<file path="src/rtl/gp8_map.vh">
`ifndef GP8_MAP_VH
`define GP8_MAP_VH

// ==========================================================================
// Register offsets in the device control memory window.
`define GP8_WIN_DIR_OFF   8'h40
`define GP8_WIN_LVL_OFF   8'h42

// ==========================================================================
// Register offsets in configuration space (aliases of the same storage).
`define GP8_CFG_DIR_OFF   8'hb4
`define GP8_CFG_LVL_OFF   8'hb6

// ==========================================================================
// Reset values and reserved fields.
`define GP8_DIR_RST       8'h00
`define GP8_LVL_RST       8'h00
`define GP8_RSVD_HI       8'h00
`define GP8_RDATA_RST     16'h0000

// ==========================================================================
// Field positions.
`define GP8_LO_MSB        7
`define GP8_LO_LSB        0
`define GP8_BE_LO         0
`define GP8_SEL_DIR       0
`define GP8_SEL_LVL       1

// ==========================================================================
// Terminals shared with secondary functions.
`define GP8_CLKRUN_BIT    0
`define GP8_PWROVR_BIT    1
`define GP8_SCLK_BIT      4
`define GP8_SDATA_BIT     5
`define GP8_SEC_MASK      8'h33

`endif

</file>
<file path="src/rtl/gp8_port.v">
`timescale 1ns/1ps
`include "gp8_map.vh"

module gp8_port (
  input  wire        i_core_clk,              // Core clock, 40 MHz.
  input  wire        i_resetn,                // Power-on reset, async, active low.
  input  wire        i_link_fund_rst_n,       // Link fundamental reset, sync, active low.
  input  wire        i_global_reset_input_n,  // Global reset input, sync, active low.
  input  wire [7:0]  i_win_addr,              // Window register offset.
  input  wire        i_win_wr,                // Window write strobe.
  input  wire        i_win_rd,                // Window read strobe.
  input  wire [1:0]  i_win_be,                // Window byte enables.
  input  wire [15:0] i_win_wdata,             // Window write data.
  output wire [15:0] o_win_rdata,             // Window read data.
  output wire        o_win_rvalid,            // Window read data valid pulse.
  input  wire [7:0]  i_cfg_addr,              // Configuration register offset.
  input  wire        i_cfg_wr,                // Configuration write strobe.
  input  wire        i_cfg_rd,                // Configuration read strobe.
  input  wire [1:0]  i_cfg_be,                // Configuration byte enables.
  input  wire [15:0] i_cfg_wdata,             // Configuration write data.
  output wire [15:0] o_cfg_rdata,             // Configuration read data.
  output wire        o_cfg_rvalid,            // Configuration read data valid pulse.
  input  wire        i_clock_run_en,          // Clock run owns terminal 0.
  input  wire        i_clock_run_out,         // Clock run output level.
  input  wire        i_clock_run_oe_n,        // Clock run enable, low drives.
  input  wire        i_power_override_en,     // Power override owns terminal 1.
  input  wire        i_power_override_out,    // Power override output level.
  input  wire        i_power_override_oe_n,   // Power override enable, low drives.
  input  wire        i_serial_clk_en,         // Serial clock owns terminal 4.
  input  wire        i_serial_clk_out,        // Serial clock output level.
  input  wire        i_serial_clk_oe_n,       // Serial clock enable, low drives.
  input  wire        i_serial_data_en,        // Serial data owns terminal 5.
  input  wire        i_serial_data_out,       // Serial data output level.
  input  wire        i_serial_data_oe_n,      // Serial data enable, low drives.
  input  wire [7:0]  i_pin,                   // Pad levels in.
  output wire [7:0]  o_pin,                   // Pad levels out.
  output wire [7:0]  o_pin_oe_n               // Pad enables, low while driving.
);

  // ========================================================================
  // Register selection from an offset pair; used by both access paths.
  function [1:0] gp8_decode;
    input [7:0] addr;
    input [7:0] dir_off;
    input [7:0] lvl_off;
    begin
      gp8_decode                = 2'h0;
      gp8_decode[`GP8_SEL_DIR]  = (addr == dir_off);
      gp8_decode[`GP8_SEL_LVL]  = (addr == lvl_off);
    end
  endfunction

  // ========================================================================
  // Read data for a selection; unmapped offsets read as zero.
  function [15:0] gp8_rd_mux;
    input [1:0] sel;
    input [7:0] dir_val;
    input [7:0] lvl_val;
    begin
      if (sel[`GP8_SEL_DIR]) begin
        gp8_rd_mux = {`GP8_RSVD_HI, dir_val};
      end else if (sel[`GP8_SEL_LVL]) begin
        gp8_rd_mux = {`GP8_RSVD_HI, lvl_val};
      end else begin
        gp8_rd_mux = `GP8_RDATA_RST;
      end
    end
  endfunction

  // ========================================================================
  // Declarations.
  reg  [7:0]  dir_ff;
  reg  [7:0]  nxt_dir_ff;
  reg  [7:0]  out_ff;
  reg  [7:0]  nxt_out_ff;
  reg  [7:0]  pin_in_ff;
  reg  [15:0] win_rdata_ff;
  reg  [15:0] cfg_rdata_ff;
  reg         win_rvalid_ff;
  reg         cfg_rvalid_ff;
  reg  [7:0]  sec_en;
  reg  [7:0]  sec_out;
  reg  [7:0]  sec_oe_n;
  wire [1:0]  win_sel;
  wire [1:0]  cfg_sel;
  wire        soft_clr;
  wire        win_dir_we;
  wire        win_lvl_we;
  wire        cfg_dir_we;
  wire        cfg_lvl_we;
  wire [7:0]  writable;
  wire [7:0]  lvl_src;
  wire [7:0]  read_val;

  // ========================================================================
  // Secondary function ownership; unshared terminals stay general purpose.
  always @* begin
    sec_en                    = 8'h00;
    sec_out                   = 8'h00;
    sec_oe_n                  = 8'hff;
    sec_en[`GP8_CLKRUN_BIT]   = i_clock_run_en;
    sec_out[`GP8_CLKRUN_BIT]  = i_clock_run_out;
    sec_oe_n[`GP8_CLKRUN_BIT] = i_clock_run_oe_n;
    sec_en[`GP8_PWROVR_BIT]   = i_power_override_en;
    sec_out[`GP8_PWROVR_BIT]  = i_power_override_out;
    sec_oe_n[`GP8_PWROVR_BIT] = i_power_override_oe_n;
    sec_en[`GP8_SCLK_BIT]     = i_serial_clk_en;
    sec_out[`GP8_SCLK_BIT]    = i_serial_clk_out;
    sec_oe_n[`GP8_SCLK_BIT]   = i_serial_clk_oe_n;
    sec_en[`GP8_SDATA_BIT]    = i_serial_data_en;
    sec_out[`GP8_SDATA_BIT]   = i_serial_data_out;
    sec_oe_n[`GP8_SDATA_BIT]  = i_serial_data_oe_n;
    sec_en                    = sec_en & `GP8_SEC_MASK;
  end

  // ========================================================================
  // Address decode for the window and configuration paths.
  assign win_sel    = gp8_decode(i_win_addr, `GP8_WIN_DIR_OFF, `GP8_WIN_LVL_OFF);
  assign cfg_sel    = gp8_decode(i_cfg_addr, `GP8_CFG_DIR_OFF, `GP8_CFG_LVL_OFF);

  // Only the low byte holds storage, so the high byte enable is ignored.
  assign win_dir_we = i_win_wr & win_sel[`GP8_SEL_DIR] & i_win_be[`GP8_BE_LO];
  assign win_lvl_we = i_win_wr & win_sel[`GP8_SEL_LVL] & i_win_be[`GP8_BE_LO];
  assign cfg_dir_we = i_cfg_wr & cfg_sel[`GP8_SEL_DIR] & i_cfg_be[`GP8_BE_LO];
  assign cfg_lvl_we = i_cfg_wr & cfg_sel[`GP8_SEL_LVL] & i_cfg_be[`GP8_BE_LO];

  assign soft_clr   = ~i_link_fund_rst_n | ~i_global_reset_input_n;

  // ========================================================================
  // Direction register; a window write wins over a simultaneous alias write.
  always @* begin
    nxt_dir_ff = dir_ff;
    if (soft_clr) begin
      nxt_dir_ff = `GP8_DIR_RST;
    end else if (win_dir_we) begin
      nxt_dir_ff = i_win_wdata[`GP8_LO_MSB:`GP8_LO_LSB];
    end else if (cfg_dir_we) begin
      nxt_dir_ff = i_cfg_wdata[`GP8_LO_MSB:`GP8_LO_LSB];
    end
  end

  // ========================================================================
  // Data register; only output-mode terminals without a secondary owner
  // accept a written bit, judged on the direction held before the write.
  assign writable = dir_ff & ~sec_en;
  assign lvl_src  = win_lvl_we ? i_win_wdata[`GP8_LO_MSB:`GP8_LO_LSB] :
                                 i_cfg_wdata[`GP8_LO_MSB:`GP8_LO_LSB];

  always @* begin
    nxt_out_ff = out_ff;
    if (soft_clr) begin
      nxt_out_ff = `GP8_LVL_RST;
    end else if (win_lvl_we | cfg_lvl_we) begin
      nxt_out_ff = (lvl_src & writable) | (out_ff & ~writable);
    end
  end

  // ========================================================================
  // Storage and pad sampling.
  always @(posedge i_core_clk or negedge i_resetn) begin
    if (!i_resetn) begin
      dir_ff    <= `GP8_DIR_RST;
      out_ff    <= `GP8_LVL_RST;
      pin_in_ff <= `GP8_LVL_RST;
    end else begin
      dir_ff    <= nxt_dir_ff;
      out_ff    <= nxt_out_ff;
      pin_in_ff <= i_pin;
    end
  end

  // ========================================================================
  // Per-terminal pad and read-back logic.
  genvar g;
  generate
    for (g = 0; g < 8; g = g + 1) begin : g_pin
      gp8_pin_cell u_cell (
        .i_dir        (dir_ff[g]),
        .i_sec_en     (sec_en[g]),
        .i_out_val    (out_ff[g]),
        .i_sec_out    (sec_out[g]),
        .i_sec_oe_n   (sec_oe_n[g]),
        .i_pin_sample (pin_in_ff[g]),
        .o_pin        (o_pin[g]),
        .o_pin_oe_n   (o_pin_oe_n[g]),
        .o_read_val   (read_val[g])
      );
    end
  endgenerate

  // ========================================================================
  // Read answers, one cycle after the strobe on each path.
  always @(posedge i_core_clk or negedge i_resetn) begin
    if (!i_resetn) begin
      win_rdata_ff  <= `GP8_RDATA_RST;
      cfg_rdata_ff  <= `GP8_RDATA_RST;
      win_rvalid_ff <= 1'b0;
      cfg_rvalid_ff <= 1'b0;
    end else begin
      win_rvalid_ff <= i_win_rd;
      cfg_rvalid_ff <= i_cfg_rd;
      if (i_win_rd) begin
        win_rdata_ff <= gp8_rd_mux(win_sel, dir_ff, read_val);
      end
      if (i_cfg_rd) begin
        cfg_rdata_ff <= gp8_rd_mux(cfg_sel, dir_ff, read_val);
      end
    end
  end

  assign o_win_rdata  = win_rdata_ff;
  assign o_win_rvalid = win_rvalid_ff;
  assign o_cfg_rdata  = cfg_rdata_ff;
  assign o_cfg_rvalid = cfg_rvalid_ff;

endmodule

</file>
<file path="src/rtl/gp8_pin_cell.v">
`timescale 1ns/1ps

// ==========================================================================
// One terminal: chooses who drives the pad and what a data read returns.
module gp8_pin_cell (
  input  wire i_dir,         // Direction bit, 1 selects output mode.
  input  wire i_sec_en,      // Secondary function owns this terminal.
  input  wire i_out_val,     // Stored output level.
  input  wire i_sec_out,     // Level from the secondary function.
  input  wire i_sec_oe_n,    // Enable from the secondary function, low drives.
  input  wire i_pin_sample,  // Sampled pad level.
  output wire o_pin,         // Level towards the pad.
  output wire o_pin_oe_n,    // Pad enable, low while driving.
  output wire o_read_val     // Value returned by a data read.
);

  wire gp_drive;

  // The direction bit counts only while no secondary function owns the pin.
  assign gp_drive   = i_dir & ~i_sec_en;
  assign o_pin      = i_sec_en ? i_sec_out : i_out_val;
  assign o_pin_oe_n = i_sec_en ? i_sec_oe_n : ~gp_drive;
  // Output mode without a secondary owner reads back the stored level, otherwise the pad.
  assign o_read_val = gp_drive ? i_out_val : i_pin_sample;

endmodule

</file>
<file path="config.mk">
export PLATFORM = sky130hd
export DESIGN_NAME = gp8_port
export DESIGN_NICKNAME = d
export VERILOG_FILES = /design/src/rtl/gp8_port.v /design/src/rtl/gp8_pin_cell.v
export VERILOG_INCLUDE_DIRS = /design/src /design/src/rtl
export SDC_FILE = /design/constraint.sdc
export NUM_CORES = 1
export LEC_CHECK = 0
export BUFFER_PORTS_ARGS = -buffer_cell sky130_fd_sc_hd__buf_2
export CORE_MARGIN = 2
export CORE_UTILIZATION = 46
export CTS_BUF_LIST = sky130_fd_sc_hd__clkbuf_2 sky130_fd_sc_hd__clkbuf_4 sky130_fd_sc_hd__clkbuf_8
export DETAILED_ROUTE_END_ITERATION = 10
export PLACE_DENSITY = 0.87
export SYNTH_ARGS = -nofsm -noshare
export SYNTH_HDL_FRONTEND = slang
export SYNTH_SLANG_ARGS = --single-unit
</file>
<file path="constraint.sdc">
create_clock -name i_core_clk -period 1.6 [get_ports i_core_clk]
set_input_delay 0.48 -clock i_core_clk [delete_from_list [all_inputs] [get_ports i_core_clk]]
set_output_delay 0.48 -clock i_core_clk [all_outputs]
set_load 0.005 [all_outputs]
</file>
After elaboration in Yosys (flattened, before gate mapping)
Index checks and enable logic that the tools add are counted.

Output and inout port bits: 50. Word-level logic and storage cells: 73. Bits of input ports: 80. Register bits: 58.

Bitwise gates (word level): 34. Mux-type cells: 26. Reduce and logical (&&, ||, !) cells: 2. Equality and inequality tests: 4.

Operators with widths (number): 2-to-1 mux 8 bit (10); bitwise AND 8 bit (3); equality test 8 x 7 -> 1 bit, second input constant (2); equality test 8 bit, second input constant (2); 2-to-1 mux 1 bit (16); NOT 1 bit (14); bitwise AND 1 bit (12); NOT 6 -> 8 bit (1); NOT 8 bit (1); bitwise OR 8 bit (1); nonzero test 3 bit (1); bitwise OR 1 bit (2); nonzero test 2 bit (1).

Logic depth before layout (Yosys ltp)
Gate-level depths: netlist (run 1).

Depth after elaboration: 8. Mapped depth: 7. Mapped depth without buffers: 5.

Modules after synthesis
From an unflattened synthesis (run 1), not the netlist that was laid out.

Cells, all modules: 243. Area total of the unflattened synthesis: 2549.9 sq um.

By module, submodules not included: gp8_port (area an instance 2139.6 sq um, instances 1, seq. area each 1051.0 sq um, cells an instance 203); gp8_pin_cell (area an instance 51.3 sq um, instances 8, seq. area each 0.0 sq um, cells an instance 5).

Worst setup path before layout (run 1)
Ideal clock, no wire load.

Path kind: input-to-reg. Start: input i_cfg_addr[0]. End: register dir_ff[0]. Data arrival time: 1.558 ns. Path buffers: 1. Stages: 6. Required time: 1.464 ns. Setup time: 0.136 ns. Slack: -0.094 ns. Cell sequence: nor3b_1 -> and3b_1 -> buf_2 -> nand3_2 -> mux2i_1 -> a21oi_1.

Word-level cells in the longest chain between the ends: 4.

RTL lines: start: declaration (line gp8_port.v:16) `input wire [7:0] i_cfg_addr,`; equality test 8 bit (line gp8_port.v:48) `` gp8_decode[`GP8_SEL_DIR] = (addr == dir_off); ``; bitwise AND 1 bit (2 in series) (line gp8_port.v:124) `` assign cfg_dir_we = i_cfg_wr & cfg_sel[`GP8_SEL_DIR] & i_cfg_be[`GP8_BE_LO]; ``; nonzero test 3 bit (no line); end signal: assignment (line gp8_port.v:162) `` dir_ff <= `GP8_DIR_RST; ``; end signal: assignment (line gp8_port.v:166) `dir_ff <= nxt_dir_ff;`; end: declaration (line gp8_port.v:72) `reg [7:0] dir_ff;`.

No other way between the ends. A chain may end at the register's enable or synchronous reset.

Final worst setup path (run 1)
Start: register dir_ff[4]. End: output o_pin_oe_n[4].

Word-level cells in the longest chain between the ends: 3.

RTL lines: bitwise AND 1 bit (line gp8_pin_cell.v:20) `assign gp_drive = i_dir & ~i_sec_en;`; NOT 1 bit (line gp8_pin_cell.v:22) `assign o_pin_oe_n = i_sec_en ? i_sec_oe_n : ~gp_drive;`; 2-to-1 mux 1 bit (line gp8_pin_cell.v:22); end: declaration (line gp8_port.v:37) `output wire [7:0] o_pin_oe_n`.

No other way between the ends.

==> results.ini, run 1 <==
[run_status]
status=complete, no violations

[power_and_ir_drop]
clockPowerShare_pct=37.9
p_sw_share_pct=23.7
share_comb_of_total_power_pct=11.9
total_power_mw=2.19
internal_power_mw=1.67
power_switching_mw=0.519
seqPwrFrac_pct=50.2
peakVddDrop_v=0.000473
p_per_area_nw_per_um2=717
p_leak_nw=1.57

[detailed_routing]
first_iter_violations=84
totalWireLength_um=5970
drt_pass1_iterations=4
wire_per_inst_um=14.4
via_per_inst=4.98
vias=2073
drtAntennaViolNets=0
route.detailed.drc=0

[logic_synthesis]
yosysWarnings=0
synth.area.top_cells=dfrtp_1, buf_4, mux2i_1, a21oi_1, o21ai_0
synth_top_area_cell=dfrtp_1
yosysSeqAreaShare_pct=44.5
synth-seq-cells=42
synth_cell_types=35
synth_area_um2=2360
synth_top_area_share_pct=44.5
syn_area_per_cell_um2=9.60
postSynthCellCount=246

[setup_path]
reg2reg_from=dir_ff[5]$_DFFE_PN0P_
required_ps=1120
cp.arrival_ps=1120
worst_setup_path_start_kind=register
r2r_slack_ps=120
crit_fanout=2
max_stage_delay_ps=400
worst_r2r_endpoint=o_win_rdata[5]$_DFFE_PN0P_
r2r_cells=7
slowest_stage=dfrtp_1
cp-end-kind=output pin
endpoint=o_pin_oe_n[4]
crit_chain=and2b_2 -> a21oi_2 -> buf_2
worstSetupPathType=register to output pin
critPathLaunch=dir_ff[4]$_DFFE_PN0P_

[floorplanning]
dieArea_um2=5720
design.core.area_um2=5040
io_pins=130
rows=26
die_w_um=75.7
start_util_pct=46.8
die-height_um=75.7

[timing]
rsz0062_at_grt=yes
skew_ps=9.12
setup_viol=0
finalHoldViolCount=0
clock.fmax_mhz=626
post-route-period-util_pct=99.8
fin_crit_ps=1600
finalMaxSlewViolations=0

[placed_design]
io_buffers=95
gp_congestion=0.831
placed_area_um2=2800
dp.final_hpwl_um=4120

[clock_tree]
numCtsBuffers=5
cts_buffer_depth=2
cts_max_level=2
cts_tree=yes
cts-root-buf=clkbuf_8
cts_sinks=42
ctsHoldBuffers=0
worst_skew_pair.late_latency_ps=300
clk_pin_slew_ps=80

[global_routing]
grt_max_degree=43
gr-usage-all-layers_pct=21.1
grt_overflow_total=0
grt_antenna_before_repair=0
grt_pass1_vias=1915
grt_pass1_wl_um=8780

[finish]
synthToLayoutAreaGrowth_pct=29.1
final_area_um2=3050
antenna_cells=0
layout_commonest_cell=buf_2
finalCoreUtilization_pct=60.5
final_nets=425
mostFrequentLayoutCells=buf_2, dfrtp_1, a21oi_1
layout-drive-gt1-share_pct=43.4

[min_path]
hold_class=primary input to async pin

[job]
cap_violations=0

==> cells by family (layout without fill, tap and decap cells) <==
logic type | count (synthesis) | count (layout) | share of synthesized area, %
muxes | 27 | 27 | 11.7
buffers and inverters | 62 | 146 | 15.9
AOI/OAI and AO/OA | 68 | 69 | 16.6
other | 1 | 16 | 0.159
and+or+nand+nor | 46 | 46 | 11.2
DFF | 42 | 42 | 44.5
==> metal layers <==
metal  vias to the layer above  GRT usage (%)  part of all wire, %
met5                         -              0                    0
met3                        12           5.03                  6.7
li1                       1003              -                    -
met2                        98           36.0                   51
met1                       960           25.4                   40
met4                         0           9.16                  2.1
==> worst min-delay path by stage <==
stage	slack (ps)	start	cells past startpoint	end
floorplan	180	i_resetn	0	dir_ff[0]$_DFFE_PN0P_
global placement	470	i_resetn	2	pin_in_ff[5]$_DFF_PN0_
detailed placement	470	i_resetn	2	pin_in_ff[5]$_DFF_PN0_
CTS	150	i_resetn	2	dir_ff[5]$_DFFE_PN0P_
global route	150	i_resetn	2	out_ff[4]$_DFFE_PN0P_
finish	140	i_resetn	2	dir_ff[5]$_DFFE_PN0P_
==> per-stage QoR <==
| step | setup TNS (ps) | cells | hold WS (ps) | setup slack (ps) |
|---|---|---|---|---|
| after detailed placement | -4230 | 393 | 473 | -365 |
| after global placement | -3550 | 393 | 469 | -294 |
| after floorplan | -39.6 | 261 | 184 | -19.8 |
| after global routing | -166 | 416 | 153 | -56.9 |
| final | 0 | 416 | 144 | 2.73 |
| after CTS | -15.3 | 409 | 149 | -15.3 |
==> final cells by class <==
cell class              count  area, µm²
well taps                  70       87.6
flip-flops and latches     42       1050
inverters                  16       60.1
fillers                   437       1990
multi-input cells         158       1050
clock inverters             3       40.0
clock buffers               5       68.8
repair buffers            122        691
==> synthesized netlist by cell type <==
master	n
dfrtp_1	42
a21oi_1	34
buf_4	33
mux2i_1	23
inv_1	16
nor2_1	16
o21ai_0	16
nand2_1	11
clkbuf_1	8
o22ai_1	8
a311oi_1	7
mux2_2	4
and2_1	2
and2b_2	2
buf_1	2
nand3_2	2
nor2b_1	2
a31oi_1	1
and3b_1	1
and4b_1	1
buf_2	1
buf_6	1
buf_8	1
conb_1	1
nand3_1	1
nand4_1	1
nand4b_1	1
nor3_1	1
nor3_2	1
nor3b_1	1
nor4b_1	1
nor4b_4	1
o21a_1	1
o21ai_4	1
or2_2	1
==> state kept, by name (all words and copies together) (netlist names) <==
| signal | cells |
|---|---|
| dir_ff | 8 |
| out_ff | 8 |
| o_cfg_rdata | 8 |
| o_cfg_rvalid | 1 |
| o_win_rvalid | 1 |
| pin_in_ff | 8 |
| o_win_rdata | 8 |
==> critical path, delay by kind of cell (launching register included) <==
kind                   cells  cell delay [ps]
DFF                        1              400
and+or+nand+nor            1              220
buffers and inverters      1              110
AOI/OAI and AO/OA          1               90
==> what timing repair did <==
| action | in CTS | in global routing |
|---|---|---|
| gates resized for setup | 3 | 5 |
| buffers inserted | 7 | 7 |
| pin swaps | 3 | 6 |
| gates cloned | 1 | 0 |
| endpoints found under the setup margin | 9 | 12 |
==> power groups by stage <==
stage	Sequential (mW)	Combinational [mW]	Clock, mW
2_1_floorplan	1.12	0.135	0
3_3_place_gp	1.12	0.247	0
3_5_place_dp	1.12	0.254	0
4_1_cts	1.10	0.259	0.840
5_1_grt	1.10	0.294	0.878
6_report	1.10	0.260	0.829
Note: power is estimated with default switching activity, not from simulation.
==> run 2, diff against run 1 <==
==> constraint.sdc (replaced) <==
create_clock -name i_core_clk -period 1.6 [get_ports i_core_clk]
set_input_delay 0 -clock i_core_clk [delete_from_list [all_inputs] [get_ports i_core_clk]]
set_output_delay 0 -clock i_core_clk [all_outputs]
set_load 0.005 [all_outputs]
==> run 2 against run 1 <==
Clock power down 15%; count of clock-buffer cells in the layout up 2; register-to-register slack better by 40 ps; global-route usage down 1.1 points; core utilization down 2.4 points; hold slack worse by 130 ps; total power down 5.6%; combinational power about the same; setup slack better by 160 ps; clock skew down 2.8 ps; sequential share of layout area up 1.4 points; critical endpoint is now o_cfg_rdata[1]$_DFFE_PN0P_.
==> results.ini, run 2 (synthesized netlist as in run 1, its figures left out) <==
[clock_tree]
clk_pin_slew_ps=80  ; about the same
numCtsBuffers=5  ; unchanged
cts_max_level=2  ; unchanged
cts_buffer_depth=2  ; unchanged
cts_setup_buffers=0  ; -7
cts-root-buf=clkbuf_8
cts_tree=yes
worst_skew_pair.late_latency_ps=290  ; about the same
cts_sinks=42  ; unchanged

[power_and_ir_drop]
internal_power_mw=1.58  ; -5.2%
power_switching_mw=0.483  ; -6.9%
total_power_mw=2.06  ; -5.6%
p_sw_share_pct=23.4  ; -0.34 points
seqPwrFrac_pct=53.3  ; +3.1 points
share_comb_of_total_power_pct=12.6  ; +0.7 points
p_leak_nw=1.50  ; -4.8%
peakVddDrop_v=0.000353  ; -25%
p_per_area_nw_per_um2=705  ; -1.7%
clockPowerShare_pct=34.1  ; -3.8 points

[detailed_routing]
drtAntennaViolNets=0  ; unchanged
drt_pass1_iterations=6  ; +2
wire_per_inst_um=13.2  ; -8.2%
first_iter_violations=58  ; -31%
route.detailed.drc=0  ; unchanged
via_per_inst=4.88  ; -2.1%
totalWireLength_um=5360  ; -10%
vias=1985  ; -4.2%

[setup_path]
cp-end-kind=register
crit_fanout=4  ; +2
worstSetupPathType=register to register
cp.arrival_ps=1600  ; +480 ps
worst_setup_path_start_kind=register
r2r_slack_ps=160  ; +40 ps
required_ps=1760  ; +640 ps

[global_routing]
grt_overflow_total=0  ; unchanged
grt_pass1_wl_um=8630  ; -1.7%
grt_antenna_before_repair=0  ; unchanged
grt_pass1_vias=1891  ; -1.3%
gr-usage-all-layers_pct=20.0  ; -1.1 points
grt_max_degree=25  ; -42%

[finish]
antenna_cells=0  ; unchanged
final_nets=416  ; -2.1%
mostFrequentLayoutCells=buf_2, dfrtp_1, a21oi_1
layout-drive-gt1-share_pct=36.5  ; -6.9 points
multi_input_area_um2=991  ; -5.8%
regArea_um2=1050  ; unchanged
layout_commonest_cell=buf_2
final_area_um2=2930  ; -3.9%
synthToLayoutAreaGrowth_pct=24.0
num-fill-cells=472  ; +8.0%

[timing]
finalMaxSlewViolations=0  ; unchanged
fin_crit_ps=1440  ; -159 ps
finalHoldViolCount=0  ; unchanged
clock.fmax_mhz=695  ; +11%
worst_pin_slew_ps=516
rsz0062_at_grt=no
setup_viol=0  ; unchanged
fin_ws_ps=161  ; +159 ps
skew_ps=6.33  ; -2.79 ps
tns_ps=0  ; unchanged
slew_headroom_pct=65.6
post-route-period-util_pct=89.9  ; -9.9 points

[placed_design]
gp_congestion=0.769  ; -7.5%
post-place-ws_ps=97.1  ; +462 ps
io_buffers=95  ; unchanged
dp.final_hpwl_um=4260  ; +3.2%
placed_area_um2=2730  ; -2.5%

[job]
cap_violations=0  ; unchanged

[min_path]
hold_class=primary input to register

[run_status]
status=complete, no violations

[floorplanning]
design.core.area_um2=5040  ; unchanged
die-height_um=75.7  ; unchanged
io_pins=130  ; unchanged
start_util_pct=46.8  ; unchanged
rows=26  ; unchanged
die_w_um=75.7  ; unchanged
dieArea_um2=5720  ; unchanged

==> run 2: cell count changes in the layout (fill, tap and decap cells not counted), moves of 2 or more <==
cell,delta
nand3_2,+2
nor2b_4,-2
a21oi_1,+3
nor2b_1,+2
a21oi_2,-3
buf_4,-18
dlygate4sd3_1,+11
nand3_4,-2
==> run 2: worst max-delay path, stage by stage (launching register included) <==
cell     delay, ps
dfrtp_1        430
nor2b_1        250
mux2i_1        370
nor2_1          70
a21oi_1        120
a21oi_1         70
==> run 2: what timing repair did <==
item                                   CTS  global route
endpoints found under the hold margin   32             0
resized for setup                        0             0
hold buffers                            11             0
==> run 2: metal layers <==
| metal | vias up | wire (µm) | GRT usage, % |
|---|---|---|---|
| met2 | 67 | 2680 | 34.1 |
| met1 | 928 | 2340 | 26.1 |
| met3 | 6 | 288 | 4.50 |
| li1 | 984 | - | - |
| met4 | 0 | 54 | 4.29 |
| met5 | - | 0 | 0 |
==> run 2: cell type report <==
type | count | share of cell area (%)
Sequential cell | 42 | 35.9
Multi-Input combinational cell | 157 | 33.8
Timing Repair Buffer | 114 | 22.0
Clock buffer | 7 | 3.07
Tap cell | 70 | 2.99
Inverter | 16 | 2.05
Clock inverter | 1 | 0.171
==> run 2: path summary, 6_finish.rpt <==
| kind | startpoint | endpoint | depth (start not counted) |
|---|---|---|---|
| max in group asynchronous | i_resetn | o_win_rdata[1]$_DFFE_PN0P_ | 3 |
| min | i_win_wdata[5] | dir_ff[5]$_DFFE_PN0P_ | 3 |
| max | dir_ff[1]$_DFFE_PN0P_ | o_cfg_rdata[1]$_DFFE_PN0P_ | 5 |
| min reg2reg | o_cfg_rdata[3]$_DFFE_PN0P_ | o_cfg_rdata[3]$_DFFE_PN0P_ | 2 |
| max reg2reg | dir_ff[1]$_DFFE_PN0P_ | o_cfg_rdata[1]$_DFFE_PN0P_ | 5 |
| min in group asynchronous | i_resetn | o_cfg_rdata[7]$_DFFE_PN0P_ | 2 |
==> run 2: stage by stage <==
stage | hold WS, ps | instances | util [%]
floorplan | -296 | 261 | -
global placement | 2.31 | 388 | 54.0
detailed placement | 5.52 | 388 | 54.0
CTS | 8.40 | 407 | 58.1
global route | 12.3 | 407 | 58.1
finish | 10.7 | 407 | 58.1
==> run 2: power groups by stage <==
stage	Clock, mW	Sequential (mW)	Combinational, mW
after detailed placement	0	1.12	0.242
after global routing	0.771	1.10	0.298
after global placement	0	1.12	0.233
after floorplan	0	1.12	0.134
after CTS	0.727	1.10	0.263
final	0.705	1.10	0.260
